### src/sptsb_pkg.sv
// package: offsets, field positions, reset values and timing of the status bank
package sptsb_pkg;

  // ---------------------------------------------------------------
  // register offsets (7-bit serial addresses)
  // ---------------------------------------------------------------
  localparam logic [6:0] SUPPLY_STATUS_ADDR = 7'h41;
  localparam logic [6:0] THERMAL_PROTECTION_STATUS_ADDR = 7'h42;
  localparam logic [6:0] DEVICE_HISTORY_STATUS_ADDR = 7'h43;
  localparam logic [6:0] BUS_COMMUNICATION_STATUS_ADDR = 7'h44;

  // ---------------------------------------------------------------
  // field positions
  // ---------------------------------------------------------------
  localparam int SUP_POR_BIT = 7;
  localparam int SUP_SHORT_BIT = 2;
  localparam int SUP_UV_BIT = 0;
  localparam int SUP_OV_BIT = 1;
  localparam int TH_SAFE_BIT = 3;
  localparam int TH_THERMAL_STAGE_TWO_SHUTDOWN_BIT = 2;
  localparam int TH_THERMAL_STAGE_ONE_SHUTDOWN_BIT = 1;
  localparam int TH_TPW_BIT = 0;
  localparam int DEV_HIST_LSB = 6;
  localparam int DEV_WDC_LSB = 2;
  localparam int DEV_SERIAL_BIT = 1;
  localparam int DEV_FAIL_BIT = 0;
  localparam int BUS_TO_BIT = 4;
  localparam int BUS_SELECTIVE_WAKE_SYSTEM_ERROR_BIT = 3;
  localparam int BUS_CANF_LSB = 1;
  localparam int BUS_UV_BIT = 0;

  // ---------------------------------------------------------------
  // reset values and codes
  // ---------------------------------------------------------------
  localparam logic [7:0] SUPPLY_POR_RESET = 8'h80;
  localparam logic [7:0] SUPPLY_SOFT_RESET = 8'h00;
  localparam logic [7:0] STATUS_RESET = 8'h00;
  localparam logic [1:0] HIST_CLEARED = 2'h0;
  localparam logic [1:0] HIST_FAILURE = 2'h1;
  localparam logic [1:0] HIST_SLEEP = 2'h2;
  localparam logic [1:0] WDC_ONE = 2'h1;
  localparam logic [1:0] WDC_TWO = 2'h2;
  localparam logic [1:0] CANF_NONE = 2'h0;
  localparam logic [1:0] CANF_TSD = 2'h1;
  localparam logic [1:0] CANF_TXD = 2'h2;
  localparam logic [1:0] CANF_BUS = 2'h3;
  localparam logic [4:0] THERMAL_STAGE_TWO_SAFE_STATE_LIMIT = 5'h10;

  // ---------------------------------------------------------------
  // timing
  // ---------------------------------------------------------------
  localparam int CLK_MHZ = 250;
  localparam int UV_PERSIST_MS = 2;
  localparam int UV_PERSIST_CYC = UV_PERSIST_MS * 1000 * CLK_MHZ;
  localparam int THERMAL_STAGE_TWO_SHUTDOWN_WAIT_S = 60;
  localparam int THERMAL_STAGE_TWO_SHUTDOWN_WAIT_MS = THERMAL_STAGE_TWO_SHUTDOWN_WAIT_S * 1000;

  // ---------------------------------------------------------------
  // types
  // ---------------------------------------------------------------
  typedef enum logic [4:0] {
    SPTSB_INIT = 5'h01,
    SPTSB_NORMAL = 5'h02,
    SPTSB_STOP = 5'h04,
    SPTSB_SLEEP = 5'h08,
    SPTSB_RESTART = 5'h10
  } sptsb_mode_e;

  typedef struct packed {
    logic thermal_prewarning;
    logic thermal_stage_one_shutdown;
    logic thermal_stage_two_shutdown;
    logic vcc_short;
    logic vcc_ov;
    logic vcc_uv;
    logic can_uv;
    logic can_tsd;
    logic txd_dom;
    logic bus_dom;
    logic can_silent;
    logic sys_error;
    logic serial_invalid;
    logic fail_output;
    logic watchdog_failure_counter;
    logic wd_trigger_ok;
    logic restart_failure;
    logic restart_sleep;
  } sptsb_event_s;

  typedef struct packed {
    logic [7:0] sup;
    logic [7:0] therm;
    logic [1:0] hist;
    logic [1:0] wdc;
    logic wd_frozen;
    logic serial_fail;
    logic failure;
    logic bus_timeout_flag;
    logic bus_timeout_flag_hold;
    logic selective_wake_system_error;
    logic [1:0] canf;
    logic can_uv;
    logic [4:0] thermal_stage_two_shutdown_run;
    logic [31:0] uv_cnt;
    logic intr_q;
  } sptsb_state_s;

endpackage : sptsb_pkg

### src/sptsb_status_bank.sv
// status bank: supply, thermal, device history and bus status flags
`timescale 1ns/1ps
`default_nettype none

// How it works
// - power-on sets bit seven; soft reset clears
// - sleep with regulator off blocks supply flags
// - undervoltage update gated by mode, 2ms override
// - over sixteen consecutive stage-two events set safe
// - stage-two event sets bit two, fail-safe
// - stage-one event sets bit one, module off
// - prewarning sets bit zero
// - thermal flags never clear by themselves
// - history field codes state before restart
// - sleep attempt with wake flags reports sleep
// - watchdog counter counts one or two, not three
// - only watchdog counter clears itself
// - configs two and four freeze counter until trigger
// - invalid command sets serial fail, clears by command
// - fail output activation sets failure bit
// - timeout sets bit four of bus status
// - system error bit blocks selective wake enable
// - can failure field codes four cases
// - reserved bits always read zero
// - can supply undervoltage sets bit zero, transmitter off
// - timeout clear blocked until interrupt falls
// - timeout set only in selective wake mode
module sptsb_status_bank (
  // clock and reset
  input wire logic sys_clk,
  input wire logic rst,
  input wire logic soft_reset,
  // device context
  input wire sptsb_pkg::sptsb_mode_e mode,
  input wire logic main_regulator_on,
  input wire logic reset_output_pin,
  input wire logic [1:0] configuration_select,
  input wire logic transceiver_mode_bit_two,
  input wire logic interrupt_output_pin,
  input wire logic selective_wake_request,
  // events
  input wire sptsb_pkg::sptsb_event_s evt,
  // serial register access
  input wire logic reg_rd,
  input wire logic [6:0] reg_addr,
  output logic [7:0] reg_rdata,
  // actions
  output logic fail_safe_request,
  output logic stage_one_module_off,
  output logic transmitter_disable,
  output logic long_thermal_stage_two_shutdown_wait,
  output logic selective_wake_enable
);

  sptsb_pkg::sptsb_state_s s_ff;
  sptsb_pkg::sptsb_state_s nxt_s;
  logic rd_sup;
  logic rd_th;
  logic rd_dev;
  logic rd_bus;
  logic sup_gate;
  logic uv_gate;
  logic uv_long;
  logic freeze_cfg;

  // ---------------------------------------------------------------
  // read decode
  // ---------------------------------------------------------------
  function automatic logic hit(input logic [6:0] a, input logic [6:0] b);
    hit = reg_rd && (a == b);
  endfunction : hit

  assign rd_sup = hit(reg_addr, sptsb_pkg::SUPPLY_STATUS_ADDR);
  assign rd_th = hit(reg_addr, sptsb_pkg::THERMAL_PROTECTION_STATUS_ADDR);
  assign rd_dev = hit(reg_addr, sptsb_pkg::DEVICE_HISTORY_STATUS_ADDR);
  assign rd_bus = hit(reg_addr, sptsb_pkg::BUS_COMMUNICATION_STATUS_ADDR);
  // supply flags blocked in sleep with regulator off
  assign sup_gate = !(mode == sptsb_pkg::SPTSB_SLEEP && !main_regulator_on);
  assign uv_long = s_ff.uv_cnt >= 32'(sptsb_pkg::UV_PERSIST_CYC);
  // config 2 and 4 have no pull-up: select codes 1 and 3
  assign freeze_cfg = configuration_select[0];

  always_comb begin
    unique case (mode)
      sptsb_pkg::SPTSB_RESTART: uv_gate = 1'b0;
      sptsb_pkg::SPTSB_INIT: uv_gate = reset_output_pin;
      default: uv_gate = 1'b1;
    endcase
    if (uv_long) begin
      uv_gate = 1'b1;
    end
  end

  // ---------------------------------------------------------------
  // next state
  // ---------------------------------------------------------------
  always_comb begin
    nxt_s = s_ff;
    nxt_s.intr_q = interrupt_output_pin;
    // persistence counter, saturating
    if (!evt.vcc_uv) begin
      nxt_s.uv_cnt = 32'h0;
    end else if (!uv_long) begin
      nxt_s.uv_cnt = s_ff.uv_cnt + 32'h1;
    end
    // clears first, events afterward so sets win
    if (rd_sup) begin
      nxt_s.sup = 8'h00;
    end
    if (rd_th) begin
      nxt_s.therm = 8'h00;
    end
    if (rd_dev) begin
      nxt_s.hist = sptsb_pkg::HIST_CLEARED;
      nxt_s.serial_fail = 1'b0;
      nxt_s.failure = 1'b0;
    end
    if (rd_bus) begin
      if (!s_ff.bus_timeout_flag_hold) begin
        nxt_s.bus_timeout_flag = 1'b0;
      end
      nxt_s.selective_wake_system_error = 1'b0;
      nxt_s.canf = sptsb_pkg::CANF_NONE;
      nxt_s.can_uv = 1'b0;
    end
    // supply
    if (sup_gate && evt.vcc_short) begin
      nxt_s.sup[sptsb_pkg::SUP_SHORT_BIT] = 1'b1;
    end
    if (sup_gate && evt.vcc_ov) begin
      nxt_s.sup[sptsb_pkg::SUP_OV_BIT] = 1'b1;
    end
    if (sup_gate && uv_gate && evt.vcc_uv) begin
      nxt_s.sup[sptsb_pkg::SUP_UV_BIT] = 1'b1;
    end
    // thermal: sticky, cleared by read or soft reset only
    if (evt.thermal_prewarning) begin
      nxt_s.therm[sptsb_pkg::TH_TPW_BIT] = 1'b1;
    end
    if (evt.thermal_stage_one_shutdown) begin
      nxt_s.therm[sptsb_pkg::TH_THERMAL_STAGE_ONE_SHUTDOWN_BIT] = 1'b1;
    end
    if (evt.thermal_stage_two_shutdown) begin
      nxt_s.therm[sptsb_pkg::TH_THERMAL_STAGE_TWO_SHUTDOWN_BIT] = 1'b1;
      if (s_ff.thermal_stage_two_shutdown_run != 5'h1F) begin
        nxt_s.thermal_stage_two_shutdown_run = s_ff.thermal_stage_two_shutdown_run + 5'h1;
      end
      if (s_ff.thermal_stage_two_shutdown_run >= sptsb_pkg::THERMAL_STAGE_TWO_SAFE_STATE_LIMIT) begin
        nxt_s.therm[sptsb_pkg::TH_SAFE_BIT] = 1'b1;
      end
    end else if (evt.thermal_stage_one_shutdown || evt.thermal_prewarning || evt.wd_trigger_ok) begin
      // a different thermal or healthy event breaks the run
      nxt_s.thermal_stage_two_shutdown_run = 5'h0;
    end
    // history before leaving restart
    if (evt.restart_sleep) begin
      nxt_s.hist = sptsb_pkg::HIST_SLEEP;
    end else if (evt.restart_failure) begin
      nxt_s.hist = sptsb_pkg::HIST_FAILURE;
    end
    // watchdog counter: the only self-clearing field
    if (evt.wd_trigger_ok) begin
      nxt_s.wd_frozen = 1'b0;
      nxt_s.wdc = 2'h0;
    end
    if (evt.watchdog_failure_counter && !s_ff.wd_frozen) begin
      if (s_ff.wdc != sptsb_pkg::WDC_TWO) begin
        nxt_s.wdc = s_ff.wdc + 2'h1;
      end
      nxt_s.wd_frozen = freeze_cfg;
    end
    if (evt.serial_invalid) begin
      nxt_s.serial_fail = 1'b1;
    end
    if (evt.fail_output) begin
      nxt_s.failure = 1'b1;
    end
    // bus
    if (s_ff.intr_q && !interrupt_output_pin) begin
      nxt_s.bus_timeout_flag_hold = 1'b0;
    end
    if (transceiver_mode_bit_two && evt.can_silent) begin
      nxt_s.bus_timeout_flag = 1'b1;
      nxt_s.bus_timeout_flag_hold = 1'b1;
    end
    if (transceiver_mode_bit_two && evt.sys_error) begin
      nxt_s.selective_wake_system_error = 1'b1;
    end
    if (evt.bus_dom) begin
      nxt_s.canf = sptsb_pkg::CANF_BUS;
    end else if (evt.txd_dom) begin
      nxt_s.canf = sptsb_pkg::CANF_TXD;
    end else if (evt.can_tsd) begin
      nxt_s.canf = sptsb_pkg::CANF_TSD;
    end
    if (evt.can_uv) begin
      nxt_s.can_uv = 1'b1;
    end
    if (soft_reset) begin
      nxt_s = '0;
      nxt_s.sup = sptsb_pkg::SUPPLY_SOFT_RESET;
    end
  end

  always_ff @(posedge sys_clk or posedge rst) begin
    if (rst) begin
      s_ff <= '0;
      s_ff.sup <= sptsb_pkg::SUPPLY_POR_RESET;
    end else begin
      s_ff <= nxt_s;
    end
  end

  // ---------------------------------------------------------------
  // outputs; reserved bits driven zero
  // ---------------------------------------------------------------
  always_comb begin
    reg_rdata = 8'h00;
    if (rd_sup) begin
      reg_rdata = s_ff.sup & 8'h87;
    end else if (rd_th) begin
      reg_rdata = {4'h0, s_ff.therm[3:0]};
    end else if (rd_dev) begin
      reg_rdata = {s_ff.hist, 2'h0, s_ff.wdc, s_ff.serial_fail,
        s_ff.failure};
    end else if (rd_bus) begin
      reg_rdata = {3'h0, s_ff.bus_timeout_flag, s_ff.selective_wake_system_error, s_ff.canf, s_ff.can_uv};
    end
  end

  assign fail_safe_request = s_ff.therm[sptsb_pkg::TH_THERMAL_STAGE_TWO_SHUTDOWN_BIT];
  assign stage_one_module_off = s_ff.therm[sptsb_pkg::TH_THERMAL_STAGE_ONE_SHUTDOWN_BIT];
  // transmitter follows the live condition, not the sticky flag
  assign transmitter_disable = evt.can_uv;
  assign long_thermal_stage_two_shutdown_wait = s_ff.therm[sptsb_pkg::TH_SAFE_BIT];
  assign selective_wake_enable = selective_wake_request && !s_ff.selective_wake_system_error;
endmodule : sptsb_status_bank

`default_nettype wire

### config.mk
export PLATFORM = sky130hd
export DESIGN_NAME = sptsb_status_bank
export DESIGN_NICKNAME = d
export VERILOG_FILES = /design/src/sptsb_pkg.sv /design/src/sptsb_status_bank.sv
export SDC_FILE = /design/constraint.sdc
export NUM_CORES = 1
export LEC_CHECK = 0
export ABC_AREA = 0
export BUFFER_PORTS_ARGS = -buffer_cell sky130_fd_sc_hd__buf_2
export CAP_MARGIN = 20
export CORE_MARGIN = 5
export CORE_UTILIZATION = 50
export CTS_CLUSTER_DIAMETER = 100
export DETAILED_ROUTE_END_ITERATION = 16
export MAX_ROUTING_LAYER = met4
export PLACE_DENSITY_LB_ADDON = 0.2
export SLEW_MARGIN = 0
export SYNTH_ARGS = -nofsm -noshare
export SYNTH_HDL_FRONTEND = slang
export SYNTH_SLANG_ARGS = --single-unit
### constraint.sdc
create_clock -name sys_clk -period 2 [get_ports sys_clk]
set_input_delay 0.1 -clock sys_clk [delete_from_list [all_inputs] [get_ports sys_clk]]
set_output_delay 0.1 -clock sys_clk [all_outputs]
set_load 0.03 [all_outputs]
Yosys cells after proc, flatten, opt, wreduce, memory -nomap -nowiden --
Cells that the tools add are included.
Storage, ports and cells: output and inout bits 13, input port bits 41, word-level logic and storage cells 117, register bits 63
Cells by class: mux-type cells 39, add/sub/neg operators 3, reductions and logical operators 40, magnitude comparators 2, equality and inequality tests 12
Operators by type and width (count):
- 67-bit 2-to-1 mux | 1
- 32-bit 2-to-1 mux | 2
- 3-bit nonzero test | 14
- 8-bit 2-to-1 mux | 5
- 32-bit by 1-bit adder with 32-bit output, second input constant | 1
- 32-bit by 19-bit greater-or-equal comparator with 1-bit output, second input constant | 1
- 7-bit equality test, second input constant | 4
- 5-bit 2-to-1 mux | 4
- 2-bit 2-to-1 mux | 9
- 1-bit logical AND | 14
- 1-bit 2-to-1 mux | 14
- 3-bit 2-to-1 mux | 2
- 3-bit by 2-bit != test with 1-bit output, second input constant | 2
- 5-bit by 1-bit adder with 5-bit output, second input constant | 1
- 5-bit by 1-bit equality test with 1-bit output, second input constant | 1
- 5-bit by 4-bit equality test with 1-bit output, second input constant | 1
- 5-bit equality test, second input constant | 1
- 5-bit greater-or-equal comparator, second input constant | 1
- 1-bit zero test | 5
- 5-bit != test, second input constant | 1
- 5-bit nonzero test | 1
- 4-bit 2-to-1 mux | 1
- 2-bit AND reduction | 2
- 4-bit nonzero test | 1
- 6 further kinds | 7

Logic depth before layout (Yosys ltp) --
Gate-level depths: netlist of run 1.
depth after elaboration 7, gate-level depth with buffers 8, gate-level depth less buffers 8

Worst setup path after synthesis of run 1 --
OpenSTA, ideal clock, no wires.
kind flip-flop to flip-flop, start point register s_ff[6] in the netlist's numbering, end point register s_ff[4] in the netlist's numbering, clock period less this slack 2.116 ns, setup time 0.078 ns, stages on the path, launching flop included 8, data arrival time 2.038 ns, path buffers 2, path slack -0.116 ns, data required time 1.922 ns, cells stage by stage dfrtp_1 > o31ai_1 > a2111oi_1 > or4_1 > clkbuf_1 > clkbuf_1 > or3_1 > a21oi_1
On the way: cells in the longest elaborated chain, start to end 2
Ends and longest elaborated chain:
- start, declared | RTL line sptsb_status_bank.sv:55 | sptsb_pkg::sptsb_state_s s_ff;
- start signal, assigned | RTL line sptsb_status_bank.sv:210 | s_ff <= nxt_s;
- 32-bit by 19-bit greater-or-equal comparator with 1-bit output | RTL line sptsb_status_bank.sv:79 | assign uv_long = s_ff.uv_cnt >= 32'(sptsb_pkg::UV_PERSIST_CYC);
- 3-bit != test (no line)
Every way passes these cells. A chain may end at the register's enable or synchronous reset.

Worst setup path after layout of run 1 --
start point register s_ff[32] in the netlist's numbering, end point register s_ff[8] in the netlist's numbering
The elaborated chain is that of the path after synthesis.

==> results of run 1 <==
[worst min path at each step]
stage	from	endpoint	slack, ns
final	interrupt_output_pin	s_ff[0]	0.01
after floorplan	evt[0]	s_ff[49]	0.17
after detailed placement	rst	s_ff[34]	0.21
after global routing	evt[9]	s_ff[40]	0.0003
after global placement	rst	s_ff[34]	0.21
after CTS	evt[11]	s_ff[38]	0.008
[flip-flops by register name, summed over array words and instances (netlist names)]
signal and flops:
stage_one_module_off 1, long_thermal_stage_two_shutdown_wait 1, fail_safe_request 1, s_ff 56
[power by group]
| group | internal, W | switching [W] | total (W) |
|---|---|---|---|
| Sequential | 0.00122 | 0.0000197 | 0.00124 |
| Combinational | 0.0000882 | 0.000121 | 0.000209 |
| Clock | 0.000636 | 0.000438 | 0.00107 |
[critical path, cell delays in order, from the launching register on]
cell and delay (ns):
dfrtp_1 0.40, nor4_2 0.28, nand2_1 0.11, or4_4 0.58, buf_6 0.16, or4_4 0.42, a21oi_2 0.15
[stage by stage]
| stage | instance area [µm²] | worst slack, ns | util |
|---|---|---|---|
| after floorplan | 2937 | -0.02159 | - |
| after global placement | 3410 | -0.08124 | 0.6117 |
| after detailed placement | 3410 | -0.1463 | 0.6117 |
| after CTS | 3695 | -0.1275 | 0.6629 |
| after global routing | 3817 | -0.2123 | 0.6848 |
| final | 3817 | -0.1696 | 0.6848 |
[metal layers]
| layer | up-vias | GRT usage |
|---|---|---|
| met5 | - | - |
| met4 | 0 | 0.07649 |
| met3 | 10 | 0.06844 |
| met2 | 70 | 0.3248 |
| met1 | 1255 | 0.2241 |
| li1 | 1258 | - |
[layout by cell type, fill, tap and decap left out, types with 4 or more instances in the layout]
master          n
nor3_1          4
nand2_1        15
dfrtp_1        58
or3_1           8
and3_1          4
and2_1         15
a22oi_1         5
o21ai_0        14
buf_2          52
nor2b_1         7
mux2i_1         6
inv_1          14
ha_1            4
nand4_1         4
dlygate4sd3_1   5
a21oi_1        20
a21oi_2         6
nor2_1         35
nand3_1         8
buf_4          28
clkbuf_8       11
nand2b_1        5
[timing repair]
action | in CTS | in global routing
gates resized for setup | 5 | 16
hold buffers | 5 | 0
endpoints found under the setup margin | 13 | 16
pin swaps | 5 | 9
setup buffers | 1 | 5
gates cloned | 2 | 1
hold endpoints to repair | 30 | 0
[final cells by class]
class                      count  area share
multi-input combinational    216      0.3714
inverter                      15     0.01475
sequential                    59      0.3871
tap                           72     0.02360
timing repair buffer          90      0.1524
clock buffer                  13     0.04163
clock inverter                 2    0.009177
[kinds of logic (layout without fill, tap and decap cells)]
kind of cell	Yosys count	count (layout)	share of synthesized area
and+or+nand+nor	130	130	0.2438
other	1	1	0.001286
buffers and inverters	31	120	0.04291
muxes	8	8	0.02833
adders and majority gates	4	4	0.01717
DFF	59	59	0.5069
AOI/OAI and AO/OA	71	71	0.1537
xor gates and xnor gates	2	2	0.006010
==> flow_summary.toml, run 1 <==
[synthesis]
synth.cell_area_mm2 = 0.002915
ys_warn_count = 0
synth_area_leaders = "dfrtp_1 (50%), nor2_1 (4.5%), a21oi_1 (4.5%), and2_1 (3.2%), o21ai_0 (2.4%)"
synthCells = 306
synthArstFlopShare = 1.000
synth_top_area_frac = 0.4979
yosysMostFrequentCell = "dfrtp_1"
ys_ff_latch = 59
ys_types = 53
ys.flop_type = "dfrtp_1"
synth_area_leader_cell = "dfrtp_1"
synthTopCellsByCount = "dfrtp_1 (58), nor2_1 (35), a21oi_1 (26)"
synth_edf_count = 0
seq_area_frac_synth = 0.5069
synth_nets = 351
syn_area_per_cell_um2 = 9.527

[detailed_routing]
wire_per_inst_um = 15.25
drt_iter0_markers = 128
m1WireLength_um = 2975
vias = 2593
drc = 0
totalWireLength_um = 7122
wl_met3_um = 460
highest_layer = "met4"
ant_nets = 0
vias_per_cell = 5.552
wl_met2_um = 3584
firstDrtPassIters = 4

[timing]
max_freq_ghz = 0.4609
rsz0062_at_grt = "yes"
fin_setup_tns_ns = -1.137
hold_viol = 0
fin_crit_sh = 1.085
setup_viol = 14
fin_worst_skew_ns = 0.006649
setup_ws_ns = -0.1696
worst_hold_slack_ns = 0.01077
slew_headroom = 0.5915
layout_min_cycle_time_ns = 2.170
finalMaxSlewViolations = 0
worst_pin_slew_ns = 0.6119

[flow_run]
maxCapViolations = 0

[final_layout]
multiInputGateArea_mm2 = 0.001418
antennaDiodeCount = 0
syn2layout_area_growth_pct = 30.94
fillCellCount = 436
fin_nets = 436
drive_gt1_frac = 0.3165
regArea_mm2 = 0.001478
fin_cells = 467

[die]
die_w_um = 86.36
fp.coreArea_mm2 = 0.005574
start_util = 0.5230
die_area_mm2 = 0.007458
die_height_um = 86.36
pin_count = 54
core.rowCount = 27

[clocking]
h-tree-depth = 3
cts_root_buffer = "clkbuf_8"
insertion_delay_ns = 0.33
cts.sinks = 59
clk_path_buf_depth = 2
path_clk_slew_ns = 0.06
tritoncts = "done"
numCtsBuffers = 9

[pwr]
finalPower_w = 0.002526
ir_drop_v = 0.0004591
p_leak_nw = 1.795
power_density_mw_per_mm2 = 661.7

[worst_setup_path]
arrival_ns = 2.42
crit_end = "s_ff[8]"
worstSetupStartpoint = "s_ff[32]"
critPathKind = "flop to flop"
cp.required_ns = 2.26
ff2ff_path_depth = 6
rrSetupSlack_ns = -0.17
critPathLaunchType = "flop"
r2r_start = "s_ff[32]"
path_max_fanout = 6
end_kind = "flop"
regToRegEndpoint = "s_ff[8]"

[place]
place_hpwl_um = 4852
io_buffers = 51
gp_congestion = 0.8674
place_inst = 439

[grt]
overflow = 0
antenna_found_initial = 0
grt_pass1_wl_um = 11380
grt_max_degree = 33
grt_pass1_vias = 2605
grt_util_all_layers = 0.1986

[worst_hold_path]
hold-path-cell-count = 2
hold_path_class = "primary input to flop"

[status]
violations = "negative setup slack"
status = "complete, but fails checks"
(Power assumes the default switching activity.)
==> run 2, diff against run 1 <==
--- a/config.mk
+++ b/config.mk
@@ -12,6 +12,7 @@
 export CORE_UTILIZATION = 50
 export CTS_CLUSTER_DIAMETER = 100
 export DETAILED_ROUTE_END_ITERATION = 16
+export HOLD_SLACK_MARGIN = 0.02
 export MAX_ROUTING_LAYER = met4
 export PLACE_DENSITY_LB_ADDON = 0.2
 export SLEW_MARGIN = 0
==> flow_summary.toml, run 2 (synthesis gave the netlist of run 1 again) <==
[status]
status = "complete, but fails checks"
violations = "negative setup slack"

[timing]
fin_worst_skew_ns = 0.006896
setup_ws_ns = -0.1683
worst_pin_slew_ns = 0.6180
fin_crit_sh = 1.084
finalMaxSlewViolations = 0
max_freq_ghz = 0.4612
slew_headroom = 0.5874
hold_viol = 0
layout_min_cycle_time_ns = 2.168
setup_viol = 14
rsz0062_at_grt = "yes"

[pwr]
p_comb_frac = 0.087
p_leak_nw = 1.826
clockPowerShare = 0.423
power_frac_seq = 0.491
p_sw_w = 0.0005791
intPower_w = 0.001957
finalPower_w = 0.002536
ir_drop_v = 0.0004592
power_density_mw_per_mm2 = 652.4
swShare = 0.2284

[worst_setup_path]
path_max_fanout = 6
end_kind = "flop"
cp.required_ns = 2.26
crit_family = "simple AND/OR/NAND/NOR gates"
crit_slowest_cell = "or4_4"
critPathLaunchType = "flop"
crit_path_cell_trace = "nor4_2 > nand2_1 > or4_4 > buf_6 > or4_4 > a21oi_2"
cpPeakStageDelay_ns = 0.57
critPathMostFrequentCell = "or4_4"
critPathBufInv = 1
critPathKind = "flop to flop"
arrival_ns = 2.42

[detailed_routing]
ant_nets = 0
totalWireLength_um = 7227
drt_iter0_markers = 132
vias = 2617
drc = 0
wire_per_inst_um = 15.25
firstDrtPassIters = 4
vias_per_cell = 5.521

[final_layout]
fin_nets = 443
largest-register = "s_ff"
final_cell_mix = "dfrtp_1 (58), buf_2 (52), nor2_1 (35), buf_4 (28), a21oi_1 (20)"
fillCellCount = 433
final_common_cell = "dfrtp_1"
antennaDiodeCount = 0
syn2layout_area_growth_pct = 33.35
drive_gt1_frac = 0.3109
largest_register_ffs = 56

[clocking]
clk_path_buf_depth = 2
numCtsBuffers = 9
cts.sinks = 59
tritoncts = "done"
insertion_delay_ns = 0.33
path_clk_slew_ns = 0.06
h-tree-depth = 3
cts_root_buffer = "clkbuf_8"

[place]
dp_slack_ns = -0.1463
io_buffers = 51
place_hpwl_um = 4852
gp_congestion = 0.8674

[grt]
overflow = 0
antenna_found_initial = 0
grt_max_degree = 33
grt_pass1_vias = 2624
grt_util_all_layers = 0.2009
grt_pass1_wl_um = 11530

[die]
fp.coreArea_mm2 = 0.005574
core.rowCount = 27
die_height_um = 86.36
die_w_um = 86.36
start_util = 0.5230
pin_count = 54
die_area_mm2 = 0.007458

[flow_run]
maxCapViolations = 0

[worst_hold_path]
hold_path_class = "primary input to flop"
-- run 2: changes by cell type in the layout (fill, tap and decap cells not counted), sizes merged --
cell / delta
dlygate4sd3: +7
-- run 2: timing repair --
| item | 4_1_cts | 5_1_grt |
|---|---|---|
| pin swaps | 5 | 9 |
| cloned | 2 | 1 |
| gates resized for setup | 5 | 16 |
| setup endpoints to repair | 13 | 16 |
| buffers inserted | 1 | 5 |
| hold buffers | 12 | 0 |
| hold endpoints to repair | 37 | 0 |
-- run 2: tightest hold or removal path, stage by stage --
cell,delay (ns)
buf_2,0.08
a22oi_1,0.05
nor2_1,0.09
-- run 2: power by group through the flow --
stage	combinational, W	sequential [W]	clock (W)
2_1_floorplan	0.000113	0.00127	0
3_3_place_gp	0.000193	0.00126	0
3_5_place_dp	0.000198	0.00127	0
4_1_cts	0.000217	0.00124	0.00109
5_1_grt	0.000246	0.00125	0.00116
6_report	0.000220	0.00124	0.00107
-- run 2: cell type report --
type | count | area (µm²) | area share
tap | 72 | 90.09 | 0.02317
sequential | 59 | 1478 | 0.3801
inverter | 15 | 56.30 | 0.01448
clock inverter | 2 | 35.03 | 0.009012
multi-input combinational | 216 | 1418 | 0.3647
clock buffer | 13 | 158.9 | 0.04088
timing repair buffer | 97 | 651.9 | 0.1677
-- run 2: metal layers --
metal | global-route usage | wire length (µm)
met5 | - | 0
met1 | 0.2295 | 3024
met3 | 0.06844 | 461
met2 | 0.3282 | 3634
met4 | 0.07224 | 106
-- run 2: path summary, 6_finish.rpt --
kind / from / end / slack [ns] / cells after the start
min in group asynchronous: rst / s_ff[34] / 0.41 / 3
min: evt[14] / s_ff[61] / 0.03 / 3
max in group asynchronous: rst / s_ff[27] / 1.00 / 4
min reg2reg: s_ff[36] / s_ff[36] / 0.47 / 1
max: s_ff[32] / s_ff[8] / -0.17 / 6
max reg2reg: s_ff[32] / s_ff[8] / -0.17 / 6
-- run 2: through the flow --
stage	instance area [µm²]	hold WS, ns	std cells	util	setup TNS [ns]
after CTS	3765	0.02823	469	0.6754	-0.6420
final	3887	0.03219	474	0.6974	-1.107
after floorplan	2937	0.1708	306	-	-0.02599
after detailed placement	3410	0.2073	439	0.6117	-0.7075
after global routing	3887	0.02541	474	0.6974	-2.031
after global placement	3410	0.2110	439	0.6117	-0.3064
==> run 3, diff against run 2 <==
--- a/config.mk
+++ b/config.mk
@@ -5,11 +5,11 @@
 export SDC_FILE = /design/constraint.sdc
 export NUM_CORES = 1
 export LEC_CHECK = 0
-export ABC_AREA = 0
+export ABC_AREA = 1
 export BUFFER_PORTS_ARGS = -buffer_cell sky130_fd_sc_hd__buf_2
 export CAP_MARGIN = 20
 export CORE_MARGIN = 5
-export CORE_UTILIZATION = 50
+export CORE_UTILIZATION = 52
 export CTS_CLUSTER_DIAMETER = 100
 export DETAILED_ROUTE_END_ITERATION = 16
 export HOLD_SLACK_MARGIN = 0.02
==> flow_summary.toml, run 3 <==
[final_layout]
largest_register_ffs = 56
fin_cells = 612
drive_gt1_frac = 0.2462
syn2layout_area_growth_pct = 16.81
fin_nets = 572
design_area_mm2 = 0.004129
final_common_cell = "nand2_1"
final_cell_mix = "nand2_1 (89), inv_1 (60), nor2_1 (59), dfrtp_1 (58)"
antennaDiodeCount = 0
largest-register = "s_ff"

[synthesis]
synthMuxAreaShare = 0
ys_warn_count = 0
synth_nets = 510
synth.cell_area_mm2 = 0.003535
ys_types = 42
synth_xor_area_frac = 0.01735
synth_adder_area_share = 0.01416
synthArstFlopShare = 1.000
synth_area_leader_cell = "dfrtp_1"
syn_area_per_cell_um2 = 7.601
synth_compound_area_frac = 0.06301
synth_top_area_frac = 0.4106
seq_area_frac_synth = 0.4181
synth-simple-area-share = 0.3812
ys.flop_type = "dfrtp_1"
synth_top_family_by_area = "simple AND/OR/NAND/NOR gates"
ys_ff_latch = 59
synthTopCellsByCount = "nand2_1 (89), inv_1 (61), nor2_1 (59)"
synth_area_leaders = "dfrtp_1 (41%), nand2_1 (9.5%), nand3_1 (7.2%), inv_1 (6.5%), nor2_1 (6.3%)"
synthCells = 465
synth_edf_count = 0
yosysMostFrequentCell = "nand2_1"

[worst_setup_path]
ff2ff_path_depth = 10
crit_slowest_cell = "dfrtp_1"
critPathBufInv = 1
cp.required_ns = 2.22
rrSetupSlack_ns = 0.29
critPathLaunchType = "flop"
crit_family = "simple AND/OR/NAND/NOR gates"
r2r_start = "s_ff[1]"
end_kind = "flop"
regToRegEndpoint = "s_ff[11]"
critPathKind = "flop to flop"
path_max_fanout = 7
crit_path_cell_trace = "ha_1 > inv_1 > nor2_1 > nand2_1 > nor2_1 > or2_2 > nand3_1 > nor2_1 > nand2_1 > nand2_1"
cpPeakStageDelay_ns = 0.46
arrival_ns = 1.93

[worst_hold_path]
hold_path_class = "primary input to flop"
holdPathEnd = "s_ff[38]"
hold-path-cell-count = 2
holdCritStartpoint = "evt[11]"

[place]
dp_slack_ns = 0.3106
dpl_cell_area_mm2 = 0.003824
gp_congestion = 0.8881
place_hpwl_um = 5489
place_inst = 587
io_buffers = 51

[pwr]
ir_drop_v = 0.0003811
finalPower_w = 0.002663
power_density_mw_per_mm2 = 644.9
p_leak_nw = 1.993

[timing]
max_freq_ghz = 0.5840
fin_crit_sh = 0.8561
rsz0062_at_grt = "no"
layout_min_cycle_time_ns = 1.712
fin_setup_tns_ns = 0
fin_worst_skew_ns = 0.007111
hold_viol = 0
setup_viol = 0
finalMaxSlewViolations = 0
setup_ws_ns = 0.2878

[clocking]
numCtsBuffers = 9
path_clk_slew_ns = 0.07
clk_path_buf_depth = 2
cts_root_buffer = "clkbuf_8"
insertion_delay_ns = 0.33
tritoncts = "done"
h-tree-depth = 3
cts.sinks = 59
cts_resized = 0

[detailed_routing]
wire_per_inst_um = 12.55
ant_nets = 0
vias = 3128
totalWireLength_um = 7678
drc = 0
firstDrtPassIters = 4
vias_per_cell = 5.111
drt_iter0_markers = 139

[die]
core.rowCount = 30
pin_count = 54
fp.coreArea_mm2 = 0.006719
die_height_um = 92.45
die_w_um = 92.45
die_area_mm2 = 0.008546
start_util = 0.5261

[grt]
antenna_found_initial = 0
grt_pass1_vias = 3024
grt_max_degree = 60
overflow = 0
grt_pass1_wl_um = 13480
grt_util_all_layers = 0.1998

[flow_run]
maxCapViolations = 0

[status]
status = "finished clean"
## run 3: what timing repair did
action | 4_1_cts | 5_1_grt
endpoints found under the hold margin | 66 | 1
setup buffers | 0 | 0
hold buffers | 8 | 1
## run 3: layer usage
layer / vias up / wire (µm) / GRT usage
li1: 1593 / - / -
met1: 1470 / 3611 / 0.2548
met2: 61 / 3626 / 0.3202
met3: 4 / 390 / 0.04712
met4: 0 / 50 / 0.05446
met5: - / 0 / -
## run 3: cells by family after synthesis
family,after synthesis
fa+ha+maj,4
buf+inv,85
xor+xnor,7
simple gates,271
flops,59
compound gates,38
other cells,1
## run 3: how the worst max path moves through the flow
stage / from / endpoint / cells past startpoint
floorplan: rst / fail_safe_request / 1
global placement: s_ff[1] / s_ff[11] / 10
detailed placement: s_ff[1] / s_ff[11] / 10
CTS: s_ff[1] / s_ff[11] / 10
global route: s_ff[12] / s_ff[14] / 10
finish: s_ff[1] / s_ff[11] / 10
## run 3: worst reg2reg max path, cell delays in order, from the launching register on
cell and delay, ns:
dfrtp_1 0.46, ha_1 0.28, inv_1 0.07, nor2_1 0.05
nand2_1 0.16, nor2_1 0.08, or2_2 0.28, nand3_1 0.07
nor2_1 0.04, nand2_1 0.06, nand2_1 0.05
## run 3: final cells by class
cell class              instances  area [µm²]
inverters                      74       277.8
clock buffers                   9       123.9
fillers                       624        2590
repair buffers                 62       372.9
well taps                      80       100.1
flip-flops and latches         59        1478
clock inverters                 7       91.34
multi-input cells             321        1685
## run 3: power breakdown
group          switching, W  total [W]  leakage [nW]  internal [W]
Sequential        0.0000211    0.00125         0.794       0.00123
Combinational      0.000142   0.000225          1.09     0.0000825
Clock              0.000492    0.00119         0.109      0.000699
Total              0.000655    0.00266          1.99       0.00201
## run 3: metrics by stage
step | hold WS (ns) | util
floorplan | 0.1708 | -
global placement | 0.1835 | 0.5691
detailed placement | 0.1858 | 0.5691
CTS | 0.02224 | 0.6130
global route | 0.02386 | 0.6145
finish | 0.02720 | 0.6145
